### src/common/smem_pkg.sv
// Notes on behaviour
// - Async mode: every bit on the data pin lasts 372 carrier clock cycles.
// - Sync mode: incoming data is sampled on the rising serial clock edge.
// - Sync mode: outgoing data changes on the falling serial clock edge.
// - On reset sequence, send the 64-bit answer-to-reset value over the async link.
// - Reset pin idles inactive (pull-up), so an unconnected pin means sync mode.
// - No answer-to-reset is ever produced in sync mode.
// - The data pin is only pulled low or released, in both protocols.
// - Up to 16 devices share the sync bus; answer only our own address.
// - Async link may be sped up by parameter selection, up to 153,600 baud.
// - Writes take one byte or a page of up to 128 bytes, then commit.
// - User memory is 16 zones of 256 bytes, each selected separately.
// - Sync data changes only while clock is low; changes when high are framing.
// - Data falling while clock high is a start; it precedes every command.
// - Data rising while clock high is a stop; it puts the device in standby.
package smem_pkg;
	localparam int BIT_TIME_CLOCKS = 372;
	localparam int BAUD_MAX = 153600;
	localparam int SYNC_KHZ_MAX = 1000;
	localparam int ATR_BYTES = 8;
	localparam int ATR_BITS = 64;
	localparam int BYTE_W = 8;
	localparam int FIFO_DEPTH = 4;
	localparam int ADDR_W = 4;
	localparam int ADDR_LSB = 4;
	localparam int READ_BIT = 0;
	localparam int ZONES = 16;
	localparam int ZONE_BYTES = 256;
	localparam int PAGE_BYTES = 128;
	localparam int BYTE_LAST_BIT = 7;
	localparam int ACK_FALLS = 8;
	localparam int FRAME_PARITY = 9;
	localparam int FRAME_LAST = 11;
	localparam logic [7:0] IDLE_BYTE = 8'hff;
	localparam logic [2:0] SYNC_RESET = 3'h7;
	localparam int PIN_CLK = 0;
	localparam int PIN_SDA = 1;
	localparam int PIN_RST = 2;
endpackage : smem_pkg

### src/common/byte_stream_if.sv
`timescale 1ns/10ps
interface byte_stream_if #(parameter int width = 8);
	logic [width-1:0] data;
	logic valid;
	logic ready;
	modport src (output data, output valid, input ready);
	modport snk (input data, input valid, output ready);
endinterface : byte_stream_if

### src/core/serial_front_end.sv
`timescale 1ns/10ps
module serial_front_end #(
	parameter int bit_clocks = smem_pkg::BIT_TIME_CLOCKS
) (
	// Clock and reset
	input wire logic clock,
	input wire logic resetn,
	// Pins
	input wire logic link_clk,
	input wire logic rst_pin,
	input wire logic sda_in,
	output logic sda_out,
	output logic sda_oe,
	// Configuration
	input wire logic [3:0] dev_addr,
	input wire logic [63:0] atr_value,
	// Bytes for sync reads
	input wire logic [7:0] tx_data,
	input wire logic tx_valid,
	output logic tx_ready,
	// Received write data
	output logic [7:0] rx_data,
	output logic rx_valid,
	output logic [3:0] rx_zone,
	output logic write_commit,
	// Status
	output logic async_mode,
	output logic standby
);
	typedef enum logic [2:0] {
		s_idle, s_get, s_ack, s_put, s_hack, s_areset, s_atr, s_aidle
	} state_e;

	state_e state, next_state;
	logic [2:0] sy1, sy2, prv, pins;
	logic scl_rise, scl_fall, sda, rst, start, stop;
	logic [3:0] cnt, next_cnt, bit_idx, next_bit, sent, next_sent;
	logic [3:0] push, next_push, next_rx_zone;
	logic [7:0] sh, next_sh, page, next_page, next_rx_data, byte_in, load;
	logic [8:0] tick, next_tick;
	logic is_addr, next_is_addr, is_read, next_is_read, hack, next_hack;
	logic zone_done, next_zone_done, busy, next_busy, next_oe;
	logic next_rx_valid, next_commit, next_async, next_standby, pop;

	byte_stream_if #(.width(smem_pkg::BYTE_W)) fin ();
	byte_stream_if #(.width(smem_pkg::BYTE_W)) fout ();

	byte_fifo #(
		.width(smem_pkg::BYTE_W),
		.depth(smem_pkg::FIFO_DEPTH)
	) u_fifo (
		.clock(clock),
		.resetn(resetn),
		.wr(fin),
		.rd(fout)
	);

	assign pins = {rst_pin, sda_in, link_clk};

	// Pull-up: reset pin synchroniser starts inactive high
	genvar g;
	for (g = 0; g < 3; g++) begin : g_sync
		always_ff @(posedge clock or negedge resetn) begin
			if (!resetn) begin
				sy1[g] <= smem_pkg::SYNC_RESET[g];
				sy2[g] <= smem_pkg::SYNC_RESET[g];
				prv[g] <= smem_pkg::SYNC_RESET[g];
			end else begin
				sy1[g] <= pins[g];
				sy2[g] <= sy1[g];
				prv[g] <= sy2[g];
			end
		end
	end

	assign sda = sy2[smem_pkg::PIN_SDA];
	assign rst = sy2[smem_pkg::PIN_RST];
	assign scl_rise = sy2[smem_pkg::PIN_CLK] && !prv[smem_pkg::PIN_CLK];
	assign scl_fall = !sy2[smem_pkg::PIN_CLK] && prv[smem_pkg::PIN_CLK];
	// Data moving while the clock stays high is framing, not data
	assign start = sy2[smem_pkg::PIN_CLK] && prv[smem_pkg::PIN_CLK]
		&& !sda && prv[smem_pkg::PIN_SDA];
	assign stop = sy2[smem_pkg::PIN_CLK] && prv[smem_pkg::PIN_CLK]
		&& sda && !prv[smem_pkg::PIN_SDA];

	// Async character: start, eight data bits LSB first, even parity, guard
	function automatic logic frame_bit(input logic [3:0] idx,
		input logic [7:0] b);
		logic v;
		v = 1'b1;
		if (idx == 4'h0) begin
			v = 1'b0;
		end else if (idx <= 4'h8) begin
			v = b[3'(idx - 4'h1)];
		end else if (idx == 4'(smem_pkg::FRAME_PARITY)) begin
			v = ^b;
		end
		return v;
	endfunction : frame_bit

	// Answer-to-reset bytes share the FIFO with sync read data
	assign fin.valid = (state == s_atr) ?
		(push < 4'(smem_pkg::ATR_BYTES)) : tx_valid;
	assign fin.data = (state == s_atr) ?
		atr_value[{push[2:0], 3'h0} +: 8] : tx_data;
	assign fout.ready = pop;
	assign tx_ready = fin.ready;

	always_comb begin
		next_state = state;
		next_cnt = cnt;
		next_sh = sh;
		next_is_addr = is_addr;
		next_is_read = is_read;
		next_hack = hack;
		next_page = page;
		next_zone_done = zone_done;
		next_oe = sda_oe;
		next_rx_data = rx_data;
		next_rx_valid = 1'b0;
		next_rx_zone = rx_zone;
		next_commit = 1'b0;
		next_async = async_mode;
		next_tick = tick;
		next_bit = bit_idx;
		next_sent = sent;
		next_busy = busy;
		next_push = push;
		pop = 1'b0;
		byte_in = {sh[6:0], sda};
		load = fout.valid ? fout.data : smem_pkg::IDLE_BYTE;
		if (state == s_atr && fin.valid && fin.ready) begin
			next_push = push + 4'h1;
		end
		unique case (state)
			s_idle, s_aidle: begin
			end
			s_get: begin
				if (scl_rise) begin
					next_sh = byte_in;
					next_cnt = cnt + 4'h1;
					if (cnt == 4'(smem_pkg::BYTE_LAST_BIT)) begin
						next_cnt = 4'h0;
						next_state = s_ack;
						if (is_addr) begin
							if (byte_in[7:4] != dev_addr) begin
								next_state = s_idle;
							end
							next_is_read = byte_in[smem_pkg::READ_BIT];
						end else if (!zone_done) begin
							next_rx_zone = byte_in[3:0];
							next_zone_done = 1'b1;
						end else if (page < 8'(smem_pkg::PAGE_BYTES)) begin
							next_rx_data = byte_in;
							next_rx_valid = 1'b1;
							next_page = page + 8'h1;
						end else begin
							next_state = s_idle;
						end
					end
				end
			end
			s_ack: begin
				if (scl_fall) begin
					if (!sda_oe) begin
						next_oe = 1'b1;
					end else begin
						next_is_addr = 1'b0;
						next_cnt = 4'h0;
						next_oe = 1'b0;
						if (is_read) begin
							pop = fout.valid;
							next_sh = load;
							next_oe = !load[7];
							next_state = s_put;
						end else begin
							next_state = s_get;
						end
					end
				end
			end
			s_put: begin
				if (scl_rise) begin
					next_cnt = cnt + 4'h1;
				end else if (scl_fall) begin
					if (cnt == 4'(smem_pkg::ACK_FALLS)) begin
						next_oe = 1'b0;
						next_state = s_hack;
					end else begin
						next_sh = {sh[6:0], 1'b1};
						next_oe = !sh[6];
					end
				end
			end
			s_hack: begin
				if (scl_rise) begin
					next_hack = !sda;
				end else if (scl_fall) begin
					if (hack) begin
						pop = fout.valid;
						next_sh = load;
						next_oe = !load[7];
						next_cnt = 4'h0;
						next_state = s_put;
					end else begin
						next_state = s_idle;
					end
				end
			end
			s_areset: begin
				if (rst) begin
					next_state = s_atr;
					next_push = 4'h0;
					next_sent = 4'h0;
					next_busy = 1'b0;
				end
			end
			s_atr: begin
				if (!busy) begin
					if (fout.valid) begin
						pop = 1'b1;
						next_sh = fout.data;
						next_busy = 1'b1;
						next_bit = 4'h0;
						next_tick = 9'h0;
						next_oe = 1'b1;
					end
				end else if (scl_rise) begin
					if (tick == 9'(bit_clocks - 1)) begin
						next_tick = 9'h0;
						next_bit = bit_idx + 4'h1;
						next_oe = !frame_bit(bit_idx + 4'h1, sh);
						if (bit_idx == 4'(smem_pkg::FRAME_LAST)) begin
							next_busy = 1'b0;
							next_oe = 1'b0;
							next_sent = sent + 4'h1;
							if (sent == 4'(smem_pkg::ATR_BYTES - 1)) begin
								next_state = s_aidle;
							end
						end
					end else begin
						next_tick = tick + 9'h1;
					end
				end
			end
		endcase
		// Framing on the two-wire bus only counts once sync mode holds
		if (!async_mode && start) begin
			next_state = s_get;
			next_is_addr = 1'b1;
			next_cnt = 4'h0;
			next_oe = 1'b0;
			next_page = 8'h0;
			next_zone_done = 1'b0;
		end else if (!async_mode && stop) begin
			next_state = s_idle;
			next_oe = 1'b0;
			next_commit = !is_read && page != 8'h0 && state != s_idle;
		end
		// A low reset pin always wins and selects the async protocol
		if (!rst) begin
			next_async = 1'b1;
			next_state = s_areset;
			next_oe = 1'b0;
		end
		next_standby = next_state == s_idle;
	end

	always_ff @(posedge clock or negedge resetn) begin
		if (!resetn) begin
			state <= s_idle;
			cnt <= 4'h0;
			sh <= 8'h0;
			is_addr <= 1'b0;
			is_read <= 1'b0;
			hack <= 1'b0;
			page <= 8'h0;
			zone_done <= 1'b0;
			sda_oe <= 1'b0;
			sda_out <= 1'b0;
			rx_data <= 8'h0;
			rx_valid <= 1'b0;
			rx_zone <= 4'h0;
			write_commit <= 1'b0;
			async_mode <= 1'b0;
			standby <= 1'b1;
			tick <= 9'h0;
			bit_idx <= 4'h0;
			sent <= 4'h0;
			busy <= 1'b0;
			push <= 4'h0;
		end else begin
			state <= next_state;
			cnt <= next_cnt;
			sh <= next_sh;
			is_addr <= next_is_addr;
			is_read <= next_is_read;
			hack <= next_hack;
			page <= next_page;
			zone_done <= next_zone_done;
			sda_oe <= next_oe;
			sda_out <= 1'b0;
			rx_data <= next_rx_data;
			rx_valid <= next_rx_valid;
			rx_zone <= next_rx_zone;
			write_commit <= next_commit;
			async_mode <= next_async;
			standby <= next_standby;
			tick <= next_tick;
			bit_idx <= next_bit;
			sent <= next_sent;
			busy <= next_busy;
			push <= next_push;
		end
	end
endmodule : serial_front_end

### src/core/byte_fifo.sv
`timescale 1ns/10ps
module byte_fifo #(
	parameter int width = 8,
	parameter int depth = 4
) (
	// Clock and reset
	input wire logic clock,
	input wire logic resetn,
	// Streams
	byte_stream_if.snk wr,
	byte_stream_if.src rd
);
	localparam int AW = $clog2(depth);
	logic [width-1:0] mem [depth];
	logic [AW-1:0] wp, rp, next_wp, next_rp;
	logic [AW:0] count, next_count;
	logic room, next_room, push, pull;

	always_comb begin
		push = wr.valid && room;
		pull = rd.valid && rd.ready;
		next_wp = wp;
		next_rp = rp;
		if (push) begin
			next_wp = (wp == AW'(depth - 1)) ? '0 : wp + 1'b1;
		end
		if (pull) begin
			next_rp = (rp == AW'(depth - 1)) ? '0 : rp + 1'b1;
		end
		next_count = count + (AW + 1)'(push) - (AW + 1)'(pull);
		// Ready is a flop so the top can hand it straight out
		next_room = next_count < (AW + 1)'(depth);
	end

	always_ff @(posedge clock or negedge resetn) begin
		if (!resetn) begin
			wp <= '0;
			rp <= '0;
			count <= '0;
			room <= 1'b1;
		end else begin
			wp <= next_wp;
			rp <= next_rp;
			count <= next_count;
			room <= next_room;
		end
	end

	always_ff @(posedge clock) begin
		if (push) begin
			mem[wp] <= wr.data;
		end
	end

	assign wr.ready = room;
	assign rd.valid = count != '0;
	assign rd.data = mem[rp];
endmodule : byte_fifo

### config.mk
export PLATFORM = sky130hd
export DESIGN_NAME = serial_front_end
export DESIGN_NICKNAME = d
export VERILOG_FILES = /design/src/common/smem_pkg.sv /design/src/common/byte_stream_if.sv /design/src/core/serial_front_end.sv /design/src/core/byte_fifo.sv
export SDC_FILE = /design/constraint.sdc
export NUM_CORES = 1
export LEC_CHECK = 0
export ABC_AREA = 0
export BUFFER_PORTS_ARGS = -buffer_cell sky130_fd_sc_hd__buf_4
export CAP_MARGIN = 10
export CORE_MARGIN = 3
export CORE_UTILIZATION = 40
export DETAILED_ROUTE_END_ITERATION = 10
export PLACE_DENSITY = 0.64
export SLEW_MARGIN = 5
export SYNTH_ARGS = -nofsm -noshare
export SYNTH_HDL_FRONTEND = slang
export SYNTH_HIERARCHICAL = 1
export SYNTH_SLANG_ARGS = --single-unit
### constraint.sdc
create_clock -name clock -period 2.6 [get_ports clock]
set_input_delay 0.13 -clock clock [delete_from_list [all_inputs] [get_ports clock]]
set_output_delay 0.13 -clock clock [all_outputs]
set_load 0.01 [all_outputs]
==> results summary <==
The via count of the first global-routing pass came to between 4000 and 5000. The number of violations of the max-capacitance limit is 0. The worst-case IR drop observed on VDD is approximately 0.53 mV.

The routed via count divided by cell count is roughly 5.5. The worst pin sits at a relative slew slack of 29.18%. The type of the tightest min-delay check is in -> reg. STA classifies the critical path endpoint as a flip-flop.

On the critical path, the stage with the largest delay is an instance of dfstp_2. The die extent in y is about 130 um. The power density of the placed cells came out at between 800 and 900 nW/um2.

The initial antenna violation count is 0. The hold violation count in the final report came out at 0. The clock tree root driver cell is clkbuf_16. The clock period minus final worst setup slack came out at between 2000 and 3000 ps. STA classifies the critical path startpoint as a flip-flop. The remaining routing DRC violations is 0.

The horizontal extent of the die is between 100 and 150 um. The endpoint identified for the worst register-to-register timing path is u_fifo/count[2]. The share of flip-flops with an asynchronous set or reset after synthesis is 71.93%. The path depth of the worst reg2reg path came out at 13.

The register-to-register path setup slack came out at -7 ps. The total wire length came out at 14280 um. The last weighted congestion value of the routability-driven placer is around 0.87. After layout, the worst setup slack is -7.197 ps. Entering global routing, the biggest net connects 83 pins. Setup repair after global routing could not meet its margin everywhere. The count of placed standard cells including taps came out at between 800 and 900. Of the cells placed in the final design, the portion with a size suffix greater than 1 is 32.17%. The largest single stage delay on the critical path is around 540 ps. The number of vias in the routed layout is 4764. The mean cell area of the mapped netlist came out at 11.14 um2. The total of endpoints with negative setup slack in the final report is 1. The global-route congestion overflow total came out at 0. The checks that failed: negative setup slack.

The number of DRC markers after the initial detailed-route iteration is between 200 and 300. The number of enable-type register cells in the synthesized netlist came out at 32. Clock-pin slew was measured on the worst setup and hold paths at roughly 50 ps. After the last flow step, the layout net total stands at 777. The total of buffers placed on input and output ports came out at 99. In the global route stage, overall resource usage came out at approximately 18%. The sequential area share after synthesis came out at between 40% and 50%.

By startpoint and endpoint, the worst setup path is classified as reg -> reg. The max-slew violation total from the final report is 0. The number of distinct library cell variants in the gate-level netlist after synthesis came out at between 60 and 70. For this run, the leading register cell type out of synthesis is dfrtp_1. The clock latency of the later-clocked register in the worst-skew pair came out at just over 400 ps. In the synthesized netlist, the number of instances is ~550.

Summing all placed instances gives a cell area of 7226 um2. For the final routed database, the setup TNS stands at -7.197 ps. The number of placement rows is 44. The Yosys warning count came out at 6.

TritonCTS built the clock tree. On the final layout, the worst clock skew is 7.577 ps. The initial utilization of the core area, before any placement, comes to between 40% and 50%. For hold timing, the worst endpoint is u_fifo/mem[3][1]. The post-route clock period utilization is 100.3%.

The number of levels in the clock H-tree came out at 4. The floorplan step defined a die boundary enclosing 16920 um2. The highest clock rate came out at between 0.3 and 0.4 GHz. The endpoint arrival time on the critical path came out at between 2000 and 3000 ps. The cell area after synthesis is about 6000 um2. The startpoint identified for the worst hold timing path is tx_data[1]. After synthesis the netlist holds a flip-flop and latch count of 114. 0 antenna diodes ended up in the layout.

Ranked by total cell area, the synthesized netlist is headed by dfrtp_1 (29%), edfxtp_1 (16%), mux4_2 (9.1%), dfstp_2 (4.3%), nand2_1 (3.6%). The run finished, with violations left. Across all hold checks on the routed design, the worst slack comes to about 170 ps. Once detail routing completed, the nets flagged for antenna violations numbered 0. Synthesis produced a netlist with a net count of 653. The synthesis-to-layout area growth came out at 29.11%. The final design area excluding fillers is approximately 8000 um2. The first detailed-routing pass took 4 iterations. The number of sinks handled by clock tree synthesis came out at 114. The end-of-flow core utilization is 53.70%. In this run the critical register-to-register path is launched from sy2[0]. The worst hold path was traced through 3 stages. The TritonCTS buffer count is 17.

The slew at the pin with the worst max-slew slack is ~1100 ps. The required time of the critical path came out at between 2000 and 3000 ps. The area of the placeable core came out at about 15000 um2. The number of primary I/O pins is a little over 100. The number of fill cells came out at ~1200.

The first global-routing pass estimated about 23000 um of wire. Summed over all cells, the static leakage comes to between 3 and 4 nW. The largest total area in the synthesized netlist belongs to dfrtp_1. The finished layout holds about 870 standard cells, fillers aside. Traced cell by cell, the critical path runs through and4bb_2 -> a21oi_2 -> mux2i_1 -> and3_1 -> o31ai_4 -> inv_2 -> ha_4 -> inv_4 -> ha_4 -> inv_2 -> fa_2 -> xnor2_2 -> xnor2_1. The maximum root-to-sink buffer count came out at 2. The fraction of synthesized cell area taken by the top area cell type is between 20% and 30%. The worst-path maximum fanout came out at 3. The HPWL after detailed placement came out at between 10000 and 15000 um. The average routed wire per standard cell is approximately 16 um.
[how the worst max path moves through the flow]
stage,start,to,cells after the start
after global routing,sy2[0],u_fifo/wr.ready,13
after floorplan,state[2],u_fifo/count[2],13
after global placement,sy2[0],u_fifo/wr.ready,13
final,sy2[0],u_fifo/count[2],13
after detailed placement,sy2[0],u_fifo/wr.ready,13
after CTS,sy2[0],u_fifo/count[2],13
[Yosys cell counts, types with 17 or more instances]
cell type / count
dfrtp_1: 72
nand2_1: 59
nor2_1: 48
edfxtp_1: 32
o21ai_0: 31
mux4_2: 25
inv_1: 24
a21oi_1: 23
clkbuf_1: 19
ha_1: 17
[placed cells by master, fill, tap and decap left out, drive strengths merged, types with 3 or more instances in the layout]
cell type	count
nand4	8
nor3	10
nand2	59
o22ai	10
nor2	49
mux2	12
xor2	14
and3	10
clkinv	4
nand2b	8
mux4	25
edfxtp	32
buf	129
o21ai	33
dfrtp	72
nor2b	7
bufinv	5
and3b	3
a21oi	23
nand3b	5
a211oi	3
xnor2	14
dlygate4sd3	4
inv	27
dfstp	10
nor3b	5
nand3	14
mux2i	14
o31ai	5
ha	17
clkbuf	19
[critical path: cells and delay by family, from the launching register on]
family / cells / cell delay, ps
AOI/OAI and AO/OA: 2 / 170
xor gates and xnor gates: 2 / 370
adders and majority gates: 3 / 730
buffers and inverters: 3 / 160
DFF: 1 / 540
muxes: 1 / 80
and+or+nand+nor: 2 / 470
[stage by stage]
step | power [mW] | worst slack [ps]
2_1_floorplan | 3.656 | 2.386
3_3_place_gp | 4.123 | 84.46
3_5_place_dp | 4.189 | 15.44
4_1_cts | 6.737 | 10.59
5_1_grt | 7.072 | -149.9
6_report | 6.704 | -7.197
[cell type report]
type,count,area (um2),share of cell area [%]
Multi-Input combinational cell,386,2952,37.11
Inverter,25,96.34,1.211
Tap cell,184,230.2,2.895
Sequential cell,114,3025,38.04
Clock buffer,19,432.9,5.444
Timing Repair Buffer,133,1008,12.68
Clock inverter,13,207.7,2.612
[routing by layer]
| layer | vias to the layer above | share of wire (%) | wire length [um] | global-route usage, % |
|---|---|---|---|---|
| met5 | - | 0 | 0 | 0 |
| met4 | 0 | 1.9 | 274 | 7.213 |
| met3 | 23 | 5.4 | 766 | 4.871 |
| met2 | 155 | 49 | 6937 | 29.66 |
| met1 | 2332 | 44 | 6302 | 21.60 |
| li1 | 2254 | - | - | - |
[report_power, final]
group	switching, mW	total [mW]	internal, mW	leakage, nW
clock	0.798	2.50	1.70	0.303
combinational	0.814	1.74	0.928	1.83
sequential	0.328	2.46	2.14	1.35
[kinds of logic after synthesis]
family	after synthesis	synth area share [%]
simple gates	191	15.93
flops	114	49.12
compound gates	96	9.771
buf+inv	53	3.595
mux	51	13.61
xor+xnor	28	3.981
fa+ha+maj	19	3.941
other cells	1	0.06088
[flip-flops by register name, indices dropped and copies added (netlist names), 3 cells and up]
signal / flops
u_fifo/mem: 32
tick: 9
page: 8
rx_data: 8
sh: 8
bit_idx: 4
cnt: 4
push: 4
rx_zone: 4
sent: 4
state: 3
sy1: 3
u_fifo/count: 3
[timing repair]
| action | 4_1_cts | 5_1_grt |
|---|---|---|
| cloned | 0 | 0 |
| buffers inserted | 0 | 2 |
| hold endpoints to repair | 75 | 0 |
| resized for setup | 1 | 8 |
| endpoints found under the setup margin | 1 | 3 |
| hold buffers | 4 | 0 |
| pin swaps | 0 | 7 |
(Power assumes the default switching activity.)
